==> src/hdl/sclk_pkg.sv <==
// Shared constants and types for the stop-clock power control block
package sclk_pkg;
   localparam int ADDR_W = 30;
   localparam int DATA_W = 32;
   localparam logic [29:0] STOP_GRANT_ADDR = 30'h0000_0010;
   localparam logic [3:0] STOP_GRANT_BE = 4'hb;
   localparam logic [3:0] QUIET_BE = 4'hf;
   localparam int RESUME_CLKS = 12;
   localparam int REARM_CLKS = 5;
   localparam int DRAIN_CLKS = 4;
   localparam int CNT_W = 5;
   // Interrupt sources in arbitration
   typedef enum logic [2:0] {
      SCLK_SRC_NONE, SCLK_SRC_RESET, SCLK_SRC_FLUSH, SCLK_SRC_SOFT_RESET,
      SCLK_SRC_SMI, SCLK_SRC_NMI, SCLK_SRC_MASKABLE_INTERRUPT, SCLK_SRC_STOP
   } sclk_src_t;
   // Device stop-clock sequence states
   typedef enum logic [2:0] {
      SCLK_RUN, SCLK_DRAIN, SCLK_CYCLE, SCLK_WAIT_ACK, SCLK_GRANT,
      SCLK_RESUME
   } sclk_state_t;
endpackage

==> src/hdl/sclk_link_if.sv <==
// Pins between the processor end and the chipset end
interface sclk_link_if;
   logic stop_clock_request_n;
   logic ready_n;
   logic burst_ready_n;
   logic hold;
   logic hold_acknowledge;
   logic address_strobe_n;
   logic [29:0] addr;
   logic [3:0] byte_enables_n;
   logic mem_io;
   logic data_code;
   logic write_read;
   logic [31:0] data_out;
   logic [31:0] data_in;
   logic data_oe;
   logic [3:0] data_parity;
   logic data_parity_oe;
   logic bus_lock_n;
   logic pseudo_bus_lock_n;
   logic addr_oe;
   logic stop_pullup_en;
   modport cpu (
      input stop_clock_request_n, ready_n, burst_ready_n, hold, data_in,
      output hold_acknowledge, address_strobe_n, addr, byte_enables_n,
      output mem_io, data_code, write_read, data_out, data_oe,
      output data_parity, data_parity_oe, bus_lock_n, pseudo_bus_lock_n,
      output addr_oe, stop_pullup_en
   );
   modport sys (
      output stop_clock_request_n, ready_n, burst_ready_n, hold, data_in,
      input hold_acknowledge, address_strobe_n, addr, byte_enables_n,
      input mem_io, data_code, write_read, data_out, data_oe,
      input data_parity, data_parity_oe, bus_lock_n, pseudo_bus_lock_n,
      input addr_oe, stop_pullup_en
   );
endinterface

==> src/hdl/sclk_sync.sv <==
// Two-flop synchroniser for an asynchronous level
module sclk_sync #(
   parameter logic INIT = 1'b1
) (
   input wire logic clk, // Clock
   input wire logic reset, // Sync reset, high
   input wire logic d, // Async level
   output logic q // Synchronised level
);
   logic meta_r; // First stage, read only by second

   // Two stages; reset to idle level so nothing fires at start
   always_ff @(posedge clk) begin
      if (reset) begin
         meta_r <= INIT;
         q <= INIT;
      end else begin
         meta_r <= d;
         q <= meta_r;
      end
   end
endmodule

==> src/hdl/sclk_cpu.sv <==
// Processor end of the stop-clock sequence
// Summary of operation
// Halt at boundary, drain, grant cycle, stop clock
// Ignore stop request while hold acknowledged
// Resume after interrupted instruction on release
// No acknowledge cycle or vector read
// Write-through priority: reset, flush, SYSTEM_MGMT_INTERRUPT_N, NMI, MASKABLE_INTERRUPT, stop; code ranks soft reset above flush
// Write-back priority: reset, flush, soft reset, SYSTEM_MGMT_INTERRUPT_N...
// Stop request active low, asynchronous
// System holds request until grant acknowledged
// System drives request high to exit
// Request stays high five clocks after acknowledge
// Grant cycle: address 10h, enables 1011, write
// Enter grant only after ready or burst ready
// Hold address, enables, definition pins in grant
// Float data, parity; strobe and locks inactive
// Hold in grant: acknowledge and float bus
// Hold release restores prior pin states
// Pull-up off in grant; stopped clock deeper
// Phase one starts at each rising clock edge
// Return to run ten to twenty clocks after release
// Grant cycle only when entering from run or halt
// Two-flop synchroniser before recognition
module sclk_cpu (
   input wire logic clk, // Single 1X clock
   input wire logic reset, // Hard reset, high
   sclk_link_if.cpu link, // Bus pins
   input wire logic write_back_mode, // Cache mode, high = write-back
   input wire logic insn_boundary, // Core at instruction boundary
   input wire logic flush_busy, // Cache flush in progress
   input wire logic buffers_empty, // Write buffers drained
   input wire logic auto_halt, // Core in auto halt
   input wire logic soft_reset, // Soft reset request
   input wire logic flush_req, // Flush request
   input wire logic smi_req, // Management interrupt pending
   input wire logic nmi_req, // Nonmaskable pending
   input wire logic maskable_interrupt, // Maskable pending
   input wire logic [29:0] core_addr, // Last core address
   input wire logic [3:0] core_be_n, // Last core enables
   output logic core_clock_en, // Internal core clock enable
   output logic phase_one, // Phase one marker
   output logic prefetch_stop, // Stop prefetch unit
   output logic [2:0] winner, // Arbitration winner
   output logic resume_pulse, // Resume at next instruction
   output logic in_stop_grant // In stop grant state
);
   sclk_pkg::sclk_state_t state_r, state_nxt; // Sequence state
   logic stop_sync; // Synchronised request, low active
   logic [sclk_pkg::CNT_W-1:0] cnt_r; // Drain and resume counter
   logic hold_s; // Hold request from the chipset
   logic cycle_drive; // Grant cycle open in the next clock
   logic got_ack; // Ready or burst ready seen
   logic [2:0] win; // Arbitration result
   logic stop_wins; // Stop request wins arbitration
   logic [29:0] addr_r; // Held address
   logic [3:0] be_r; // Held enables
   logic ads_r; // Address strobe, low active
   logic hold_acknowledge_r; // Hold acknowledge
   logic hold_acknowledge_nxt; // Hold acknowledge for the next clock
   logic oe_r; // Address pins driven
   logic pull_r; // Stop request pull-up enabled
   logic cke_r; // Core clock enable
   logic ph_r; // Phase one marker
   logic pf_r; // Prefetch stopped
   logic res_r; // Resume strobe
   logic grant_r; // In stop grant
   logic [2:0] win_r; // Registered winner

   // Request is asynchronous; sample through two flops first
   sclk_sync #(.INIT(1'b1)) u_stop (
      .clk(clk), .reset(reset), .d(link.stop_clock_request_n),
      .q(stop_sync));
   // Hold comes from chipset logic on this same clock, so no flops
   assign hold_s = link.hold;

   // Fixed priority; soft reset ranks by mode
   // Hard reset is the reset port itself, so it never reaches here
   function automatic logic [2:0] arb(input logic wb, input logic sr,
      input logic fl, input logic sm, input logic nm, input logic it,
      input logic st);
      logic [2:0] r;
      r = sclk_pkg::SCLK_SRC_NONE;
      if (sr && !wb) r = sclk_pkg::SCLK_SRC_SOFT_RESET;
      else if (fl) r = sclk_pkg::SCLK_SRC_FLUSH;
      else if (sr) r = sclk_pkg::SCLK_SRC_SOFT_RESET;
      else if (sm) r = sclk_pkg::SCLK_SRC_SMI;
      else if (nm) r = sclk_pkg::SCLK_SRC_NMI;
      else if (it) r = sclk_pkg::SCLK_SRC_MASKABLE_INTERRUPT;
      else if (st) r = sclk_pkg::SCLK_SRC_STOP;
      return r;
   endfunction

   assign win = arb(write_back_mode, soft_reset, flush_req, smi_req,
                    nmi_req, maskable_interrupt, !stop_sync);
   // No recognition while bus granted away
   assign stop_wins = (win == sclk_pkg::SCLK_SRC_STOP) && !hold_acknowledge_r
                      && insn_boundary;
   assign got_ack = !link.ready_n || !link.burst_ready_n;
   // Grant cycle open in the next clock; a hold must wait it out,
   // or the strobe and hold acknowledge would overlap on the bus
   assign cycle_drive = (state_nxt == sclk_pkg::SCLK_CYCLE) ||
                        (state_nxt == sclk_pkg::SCLK_WAIT_ACK);
   assign hold_acknowledge_nxt = hold_s && !cycle_drive;

   // Next state
   always_comb begin
      state_nxt = state_r;
      case (state_r)
         // Only an entry from run issues a grant cycle
         sclk_pkg::SCLK_RUN:
            if (stop_wins) state_nxt = sclk_pkg::SCLK_DRAIN;
         sclk_pkg::SCLK_DRAIN:
            // Flush and buffers must settle before the cycle
            if (!flush_busy && buffers_empty && !hold_acknowledge_r && cnt_r == '0)
               state_nxt = sclk_pkg::SCLK_CYCLE;
         sclk_pkg::SCLK_CYCLE:
            state_nxt = sclk_pkg::SCLK_WAIT_ACK;
         sclk_pkg::SCLK_WAIT_ACK:
            if (got_ack) state_nxt = sclk_pkg::SCLK_GRANT;
         sclk_pkg::SCLK_GRANT:
            if (stop_sync) state_nxt = sclk_pkg::SCLK_RESUME;
         sclk_pkg::SCLK_RESUME:
            if (cnt_r == '0) state_nxt = sclk_pkg::SCLK_RUN;
         default:
            state_nxt = sclk_pkg::SCLK_RUN;
      endcase
   end

   // State, counter and registered pin drive
   always_ff @(posedge clk) begin
      if (reset) begin
         // Pins idle, pull-up on, core clock running
         state_r <= sclk_pkg::SCLK_RUN;
         cnt_r <= '0;
         addr_r <= '0;
         be_r <= sclk_pkg::QUIET_BE;
         ads_r <= 1'b1;
         hold_acknowledge_r <= 1'b0;
         oe_r <= 1'b0;
         pull_r <= 1'b1;
         cke_r <= 1'b1;
         ph_r <= 1'b0;
         pf_r <= 1'b0;
         res_r <= 1'b0;
         grant_r <= 1'b0;
         win_r <= '0;
      end else begin
         state_r <= state_nxt;
         // One counter serves drain and resume; they never overlap
         if (state_nxt == sclk_pkg::SCLK_DRAIN &&
             state_r == sclk_pkg::SCLK_RUN)
            cnt_r <= sclk_pkg::CNT_W'(sclk_pkg::DRAIN_CLKS - 1);
         else if (state_nxt == sclk_pkg::SCLK_RESUME &&
                  state_r == sclk_pkg::SCLK_GRANT)
            cnt_r <= sclk_pkg::CNT_W'(sclk_pkg::RESUME_CLKS - 1);
         else if (cnt_r != '0)
            cnt_r <= cnt_r - 1'b1;
         // Grant cycle encoding; track core in run, frozen in every other state
         if (state_nxt == sclk_pkg::SCLK_CYCLE) begin
            addr_r <= sclk_pkg::STOP_GRANT_ADDR;
            be_r <= sclk_pkg::STOP_GRANT_BE;
         end else if (state_nxt == sclk_pkg::SCLK_RUN) begin
            addr_r <= core_addr;
            be_r <= core_be_n;
         end
         ads_r <= !(state_nxt == sclk_pkg::SCLK_CYCLE);
         hold_acknowledge_r <= hold_acknowledge_nxt;
         // Address pins float under hold and come back after it
         oe_r <= !hold_acknowledge_nxt;
         // Pull-up off saves the current the system now drives against
         pull_r <= (state_nxt != sclk_pkg::SCLK_GRANT);
         // Core clock stays off from the grant cycle until the return to run
         cke_r <= (state_nxt == sclk_pkg::SCLK_RUN) ||
                  (state_nxt == sclk_pkg::SCLK_DRAIN);
         // A flop cannot show half a period; marker only says running
         ph_r <= 1'b1;
         pf_r <= (state_nxt != sclk_pkg::SCLK_RUN);
         // Resume is plain continuation, no vector fetch
         res_r <= (state_r == sclk_pkg::SCLK_RESUME) &&
                  (state_nxt == sclk_pkg::SCLK_RUN) && !auto_halt;
         grant_r <= (state_nxt == sclk_pkg::SCLK_GRANT);
         // Winner is registered so the output comes from a flop
         win_r <= win;
      end
   end

   // Bus pins; data never driven by this end, cycle data undefined
   // Cycle definition pins only ever carry the grant cycle, so tied;
   // the core's own bus cycles are not modelled by this end
   assign link.address_strobe_n = ads_r;
   assign link.addr = addr_r;
   assign link.byte_enables_n = be_r;
   assign link.mem_io = 1'b0;
   assign link.data_code = 1'b0;
   assign link.write_read = 1'b1;
   assign link.data_out = '0;
   assign link.data_oe = 1'b0;
   assign link.data_parity = '0;
   assign link.data_parity_oe = 1'b0;
   assign link.bus_lock_n = 1'b1;
   assign link.pseudo_bus_lock_n = 1'b1;
   assign link.hold_acknowledge = hold_acknowledge_r;
   assign link.addr_oe = oe_r;
   assign link.stop_pullup_en = pull_r;
   assign core_clock_en = cke_r;
   assign phase_one = ph_r;
   assign prefetch_stop = pf_r;
   assign winner = win_r;
   assign resume_pulse = res_r;
   assign in_stop_grant = grant_r;
endmodule

==> src/flat_wrapper.sv <==
// flat-port wrapper written by rule: the top's interface ports become plain ports
module sclk_cpu_flat 
  (clk, reset, write_back_mode, insn_boundary, flush_busy, buffers_empty, auto_halt, soft_reset, flush_req, smi_req, nmi_req, maskable_interrupt, core_addr, core_be_n, core_clock_en, phase_one, prefetch_stop, winner, resume_pulse, in_stop_grant, link_stop_clock_request_n, link_ready_n, link_burst_ready_n, link_hold, link_data_in, link_hold_acknowledge, link_address_strobe_n, link_addr, link_byte_enables_n, link_mem_io, link_data_code, link_write_read, link_data_out, link_data_oe, link_data_parity, link_data_parity_oe, link_bus_lock_n, link_pseudo_bus_lock_n, link_addr_oe, link_stop_pullup_en);
  sclk_link_if link_i ();
  input wire logic clk;
  input wire logic reset;
  input wire logic write_back_mode;
  input wire logic insn_boundary;
  input wire logic flush_busy;
  input wire logic buffers_empty;
  input wire logic auto_halt;
  input wire logic soft_reset;
  input wire logic flush_req;
  input wire logic smi_req;
  input wire logic nmi_req;
  input wire logic maskable_interrupt;
  input wire logic [29:0] core_addr;
  input wire logic [3:0] core_be_n;
  output logic core_clock_en;
  output logic phase_one;
  output logic prefetch_stop;
  output logic [2:0] winner;
  output logic resume_pulse;
  output logic in_stop_grant;
  input wire logic [$bits(link_i.stop_clock_request_n)-1:0] link_stop_clock_request_n;
  input wire logic [$bits(link_i.ready_n)-1:0] link_ready_n;
  input wire logic [$bits(link_i.burst_ready_n)-1:0] link_burst_ready_n;
  input wire logic [$bits(link_i.hold)-1:0] link_hold;
  input wire logic [$bits(link_i.data_in)-1:0] link_data_in;
  output wire logic [$bits(link_i.hold_acknowledge)-1:0] link_hold_acknowledge;
  output wire logic [$bits(link_i.address_strobe_n)-1:0] link_address_strobe_n;
  output wire logic [$bits(link_i.addr)-1:0] link_addr;
  output wire logic [$bits(link_i.byte_enables_n)-1:0] link_byte_enables_n;
  output wire logic [$bits(link_i.mem_io)-1:0] link_mem_io;
  output wire logic [$bits(link_i.data_code)-1:0] link_data_code;
  output wire logic [$bits(link_i.write_read)-1:0] link_write_read;
  output wire logic [$bits(link_i.data_out)-1:0] link_data_out;
  output wire logic [$bits(link_i.data_oe)-1:0] link_data_oe;
  output wire logic [$bits(link_i.data_parity)-1:0] link_data_parity;
  output wire logic [$bits(link_i.data_parity_oe)-1:0] link_data_parity_oe;
  output wire logic [$bits(link_i.bus_lock_n)-1:0] link_bus_lock_n;
  output wire logic [$bits(link_i.pseudo_bus_lock_n)-1:0] link_pseudo_bus_lock_n;
  output wire logic [$bits(link_i.addr_oe)-1:0] link_addr_oe;
  output wire logic [$bits(link_i.stop_pullup_en)-1:0] link_stop_pullup_en;
  assign link_i.stop_clock_request_n = link_stop_clock_request_n;
  assign link_i.ready_n = link_ready_n;
  assign link_i.burst_ready_n = link_burst_ready_n;
  assign link_i.hold = link_hold;
  assign link_i.data_in = link_data_in;
  assign link_hold_acknowledge = link_i.hold_acknowledge;
  assign link_address_strobe_n = link_i.address_strobe_n;
  assign link_addr = link_i.addr;
  assign link_byte_enables_n = link_i.byte_enables_n;
  assign link_mem_io = link_i.mem_io;
  assign link_data_code = link_i.data_code;
  assign link_write_read = link_i.write_read;
  assign link_data_out = link_i.data_out;
  assign link_data_oe = link_i.data_oe;
  assign link_data_parity = link_i.data_parity;
  assign link_data_parity_oe = link_i.data_parity_oe;
  assign link_bus_lock_n = link_i.bus_lock_n;
  assign link_pseudo_bus_lock_n = link_i.pseudo_bus_lock_n;
  assign link_addr_oe = link_i.addr_oe;
  assign link_stop_pullup_en = link_i.stop_pullup_en;
  sclk_cpu u_core (.clk(clk), .reset(reset), .link(link_i), .write_back_mode(write_back_mode), .insn_boundary(insn_boundary), .flush_busy(flush_busy), .buffers_empty(buffers_empty), .auto_halt(auto_halt), .soft_reset(soft_reset), .flush_req(flush_req), .smi_req(smi_req), .nmi_req(nmi_req), .maskable_interrupt(maskable_interrupt), .core_addr(core_addr), .core_be_n(core_be_n), .core_clock_en(core_clock_en), .phase_one(phase_one), .prefetch_stop(prefetch_stop), .winner(winner), .resume_pulse(resume_pulse), .in_stop_grant(in_stop_grant));
endmodule
==> config.mk <==
export PLATFORM = sky130hd
export DESIGN_NAME = sclk_cpu_flat
export DESIGN_NICKNAME = d
export VERILOG_FILES = /design/src/hdl/sclk_pkg.sv /design/src/hdl/sclk_link_if.sv /design/src/hdl/sclk_sync.sv /design/src/hdl/sclk_cpu.sv /design/src/flat_wrapper.sv
export SDC_FILE = /design/constraint.sdc
export NUM_CORES = 1
export LEC_CHECK = 0
export ABC_AREA = 1
export BUFFER_PORTS_ARGS = -buffer_cell sky130_fd_sc_hd__buf_2
export CAP_MARGIN = 40
export CORE_UTILIZATION = 40
export CTS_CLUSTER_DIAMETER = 30
export DETAILED_ROUTE_END_ITERATION = 8
export MAX_ROUTING_LAYER = met4
export PLACE_DENSITY = 0.79
export SLEW_MARGIN = 20
export SYNTH_ARGS = -nofsm -noshare
export SYNTH_HDL_FRONTEND = slang
export SYNTH_HIERARCHICAL = 1
export SYNTH_SLANG_ARGS = --single-unit
==> constraint.sdc <==
create_clock -name clk -period 3.2 [get_ports clk]
set_input_delay 0.16 -clock clk [delete_from_list [all_inputs] [get_ports clk]]
set_output_delay 0.16 -clock clk [all_outputs]
set_load 0.02 [all_outputs]
==> impl_metrics.json <==
{
  "status": "completed",
  "yosys.area.top_type": "dfxtp_1",
  "core-area_mm2": 0.00635,
  "hp-class": "in2reg",
  "avgRoutedWirePerCell_um": 9.33,
  "yosysUniqueCellTypes": 26,
  "finalCritPeriodShare_pct": 63.8,
  "ir_worst_vdd_v": 0.000209,
  "grt_pass1_wl_um": 8700,
  "cts_buffers": 5,
  "clk_latency_ps": 300,
  "via_count": 2292,
  "place_area_mm2": 0.00300,
  "top_layer": "met4",
  "dpl.cell_count": 540,
  "clock-sinks": 56,
  "p_leak_nw": 1.74,
  "portBuffers": 95,
  "final_area_mm2": 0.00309,
  "antenna_found_initial": 0,
  "grt_usage_pct": 15.7,
  "hold_violations": 0,
  "m1WireLength_um": 2210,
  "overflow": 0,
  "crit_required_ps": 3410,
  "drive_gt1_share_pct": 24.6,
  "reg2reg_from": "u_core/cnt_r[0]",
  "dp.final_hpwl_um": 3810,
  "syn_area_mm2": 0.00264,
  "final_cells": 548,
  "worstPathArrival_ps": 2250,
  "maxSlewHeadroom_pct": 63.4,
  "crit_chain": "inv_1 > ha_1 > nand3_4 > nor2_4 > nor2_1 > nor2_4 > nand4_4 > buf_4 > nand2_1 > nand2_1 > nor2_1",
  "drv_slew": 0,
  "max_freq_mhz": 490,
  "synth-async-reset-ratio_pct": 0,
  "cts_max_level": 2,
  "synth.most_common_cell": "nand2_1",
  "die_area_mm2": 0.00692,
  "synth_edf_count": 0,
  "firstDrtPassIters": 4,
  "cts_hold_buffers": 0,
  "tightest_slew_ps": 548,
  "grt_max_degree": 59,
  "rows": 29,
  "diodes": 0,
  "cp_slowest_cell": "buf_4",
  "power.density_mw_per_mm2": 499,
  "crit_path_max_fanout": 58,
  "clk_pin_slew_worst_paths_ps": 100,
  "root_buffer": "clkbuf_8",
  "wirelength_um": 5120,
  "finalSetupViolCount": 0,
  "synthFlopType": "dfxtp_1",
  "yosys-top-cells-area": "dfxtp_1, nand2_1, buf_4",
  "cts_setup_buffers": 0,
  "syn_to_final_growth_pct": 17.3,
  "die_h_um": 83.2,
  "startpoint": "u_core/cnt_r[0]",
  "fp.dieW_um": 83.2,
  "vias_per_cell": 4.18,
  "cts_max_path_buffers": 2,
  "clock_skew_ps": 4.75,
  "worstSetupPathType": "reg2reg",
  "max_cap_viol_count": 0,
  "slowest_delay_ps": 480,
  "cts_resized": 0,
  "grt_pass1_vias": 2089,
  "synthCells": 377,
  "ys.warnings.count": 6,
  "start_util_pct": 41.5,
  "wl_met2_um": 2510,
  "min_from": "link_stop_clock_request_n",
  "synth-seq-cells": 56,
  "grt_setup_unrepaired": "no",
  "synth_top_area_share_pct": 42.5,
  "synth_common_cells": "nand2_1, nor2_1, dfxtp_1",
  "drt_iter0_drc": 97,
  "pin_count": 171,
  "globalplace.congestion": 0.813,
  "drcViolationCount": 0,
  "seq_area_frac_synth_pct": 42.5,
  "fin_crit_ps": 2040,
  "wl_met3_um": 285,
  "cts_tree": "done",
  "worst_hold_slack_ps": 36.7,
  "p_total_mw": 1.54,
  "end_kind": "flip-flop",
  "startpoint_type": "flip-flop",
  "ant_nets": 0,
  "syn_avg_cell_area_um2": 6.99,
  "setup_tns_ps": 0,
  "nets": 553
}
-- cell type report --
cell class | instances | area [um^2]
clock inverter | 2 | 10.0
timing repair buffer | 98 | 498
clock buffer | 6 | 82.6
inverter | 56 | 210
tap | 77 | 96.3
multi-input combinational | 253 | 1070
sequential | 56 | 1120
fill | 655 | 3260
-- per-stage QoR --
step / utilization (%) / worst slack [ps]
after floorplan: - / 1570
final: 48.7 / 1160
after global placement: 47.3 / 1250
after global routing: 48.7 / 946
after CTS: 48.7 / 1140
after detailed placement: 47.3 / 1160
-- state kept, by name, summed over array words and instances (netlist names), 3 cells and up --
register                    count
u_core/link.addr               30
u_core/cnt_r                    5
u_core/state_r                  3
u_core/winner                   3
u_core/link.byte_enables_n      4
-- report_power, final --
group	internal [mW]	total (mW)	switching [mW]
sequential	0.750	0.781	0.0308
combinational	0.134	0.367	0.234
clock	0.173	0.396	0.223
total	1.06	1.54	0.488
-- placed cells by master (no fill, tap or decap) --
master     n
a21oi_2    1
inv_1     54
clkinv_2   2
a211oi_1   1
nand4_1    2
nand4_4    1
xnor2_1    2
nor3_1     3
buf_2     95
clkinv_1   1
nor2_2     2
o21ai_0    2
buf_4      3
nand3_4    1
clkbuf_8   6
nor2_4     3
nand3_1    9
a21oi_1    6
inv_2      1
a31oi_1    1
dfxtp_1   56
nor2_1    79
ha_1       1
nand2_1   95
nand3_2    1
conb_1    43
-- final timing paths --
path	endpoint	slack (ps)	cells past startpoint
min	u_core/u_stop/meta_r	40	3
max	u_core/link.addr[28]	1160	11
max reg2reg	u_core/link.addr[28]	1160	11
min reg2reg	u_core/u_stop/q	420	2
-- layer usage --
| layer | vias to the layer above | global-route usage [%] |
|---|---|---|
| met1 | 998 | 17.2 |
| met5 | - | - |
| met2 | 83 | 27.4 |
| met4 | 0 | 7.52 |
| met3 | 9 | 2.98 |
| li1 | 1202 | - |
-- cell families after synthesis --
family	after synthesis	share of synthesized area, %
DFF	56	42.5
adders and majority gates	1	0.475
and+or+nand+nor	196	31.0
buffers and inverters	109	22.6
xor gates and xnor gates	2	0.665
AOI/OAI and AO/OA	11	2.37
other	2	0.285
-- critical path: cells and delay by family (launching register included) --
kind / cells / cell delay [ps]
fa+ha+maj: 1 / 250
simple gates: 8 / 790
buf+inv: 2 / 530
flops: 1 / 340
No activity file was read; power rests on OpenSTA's default activity.
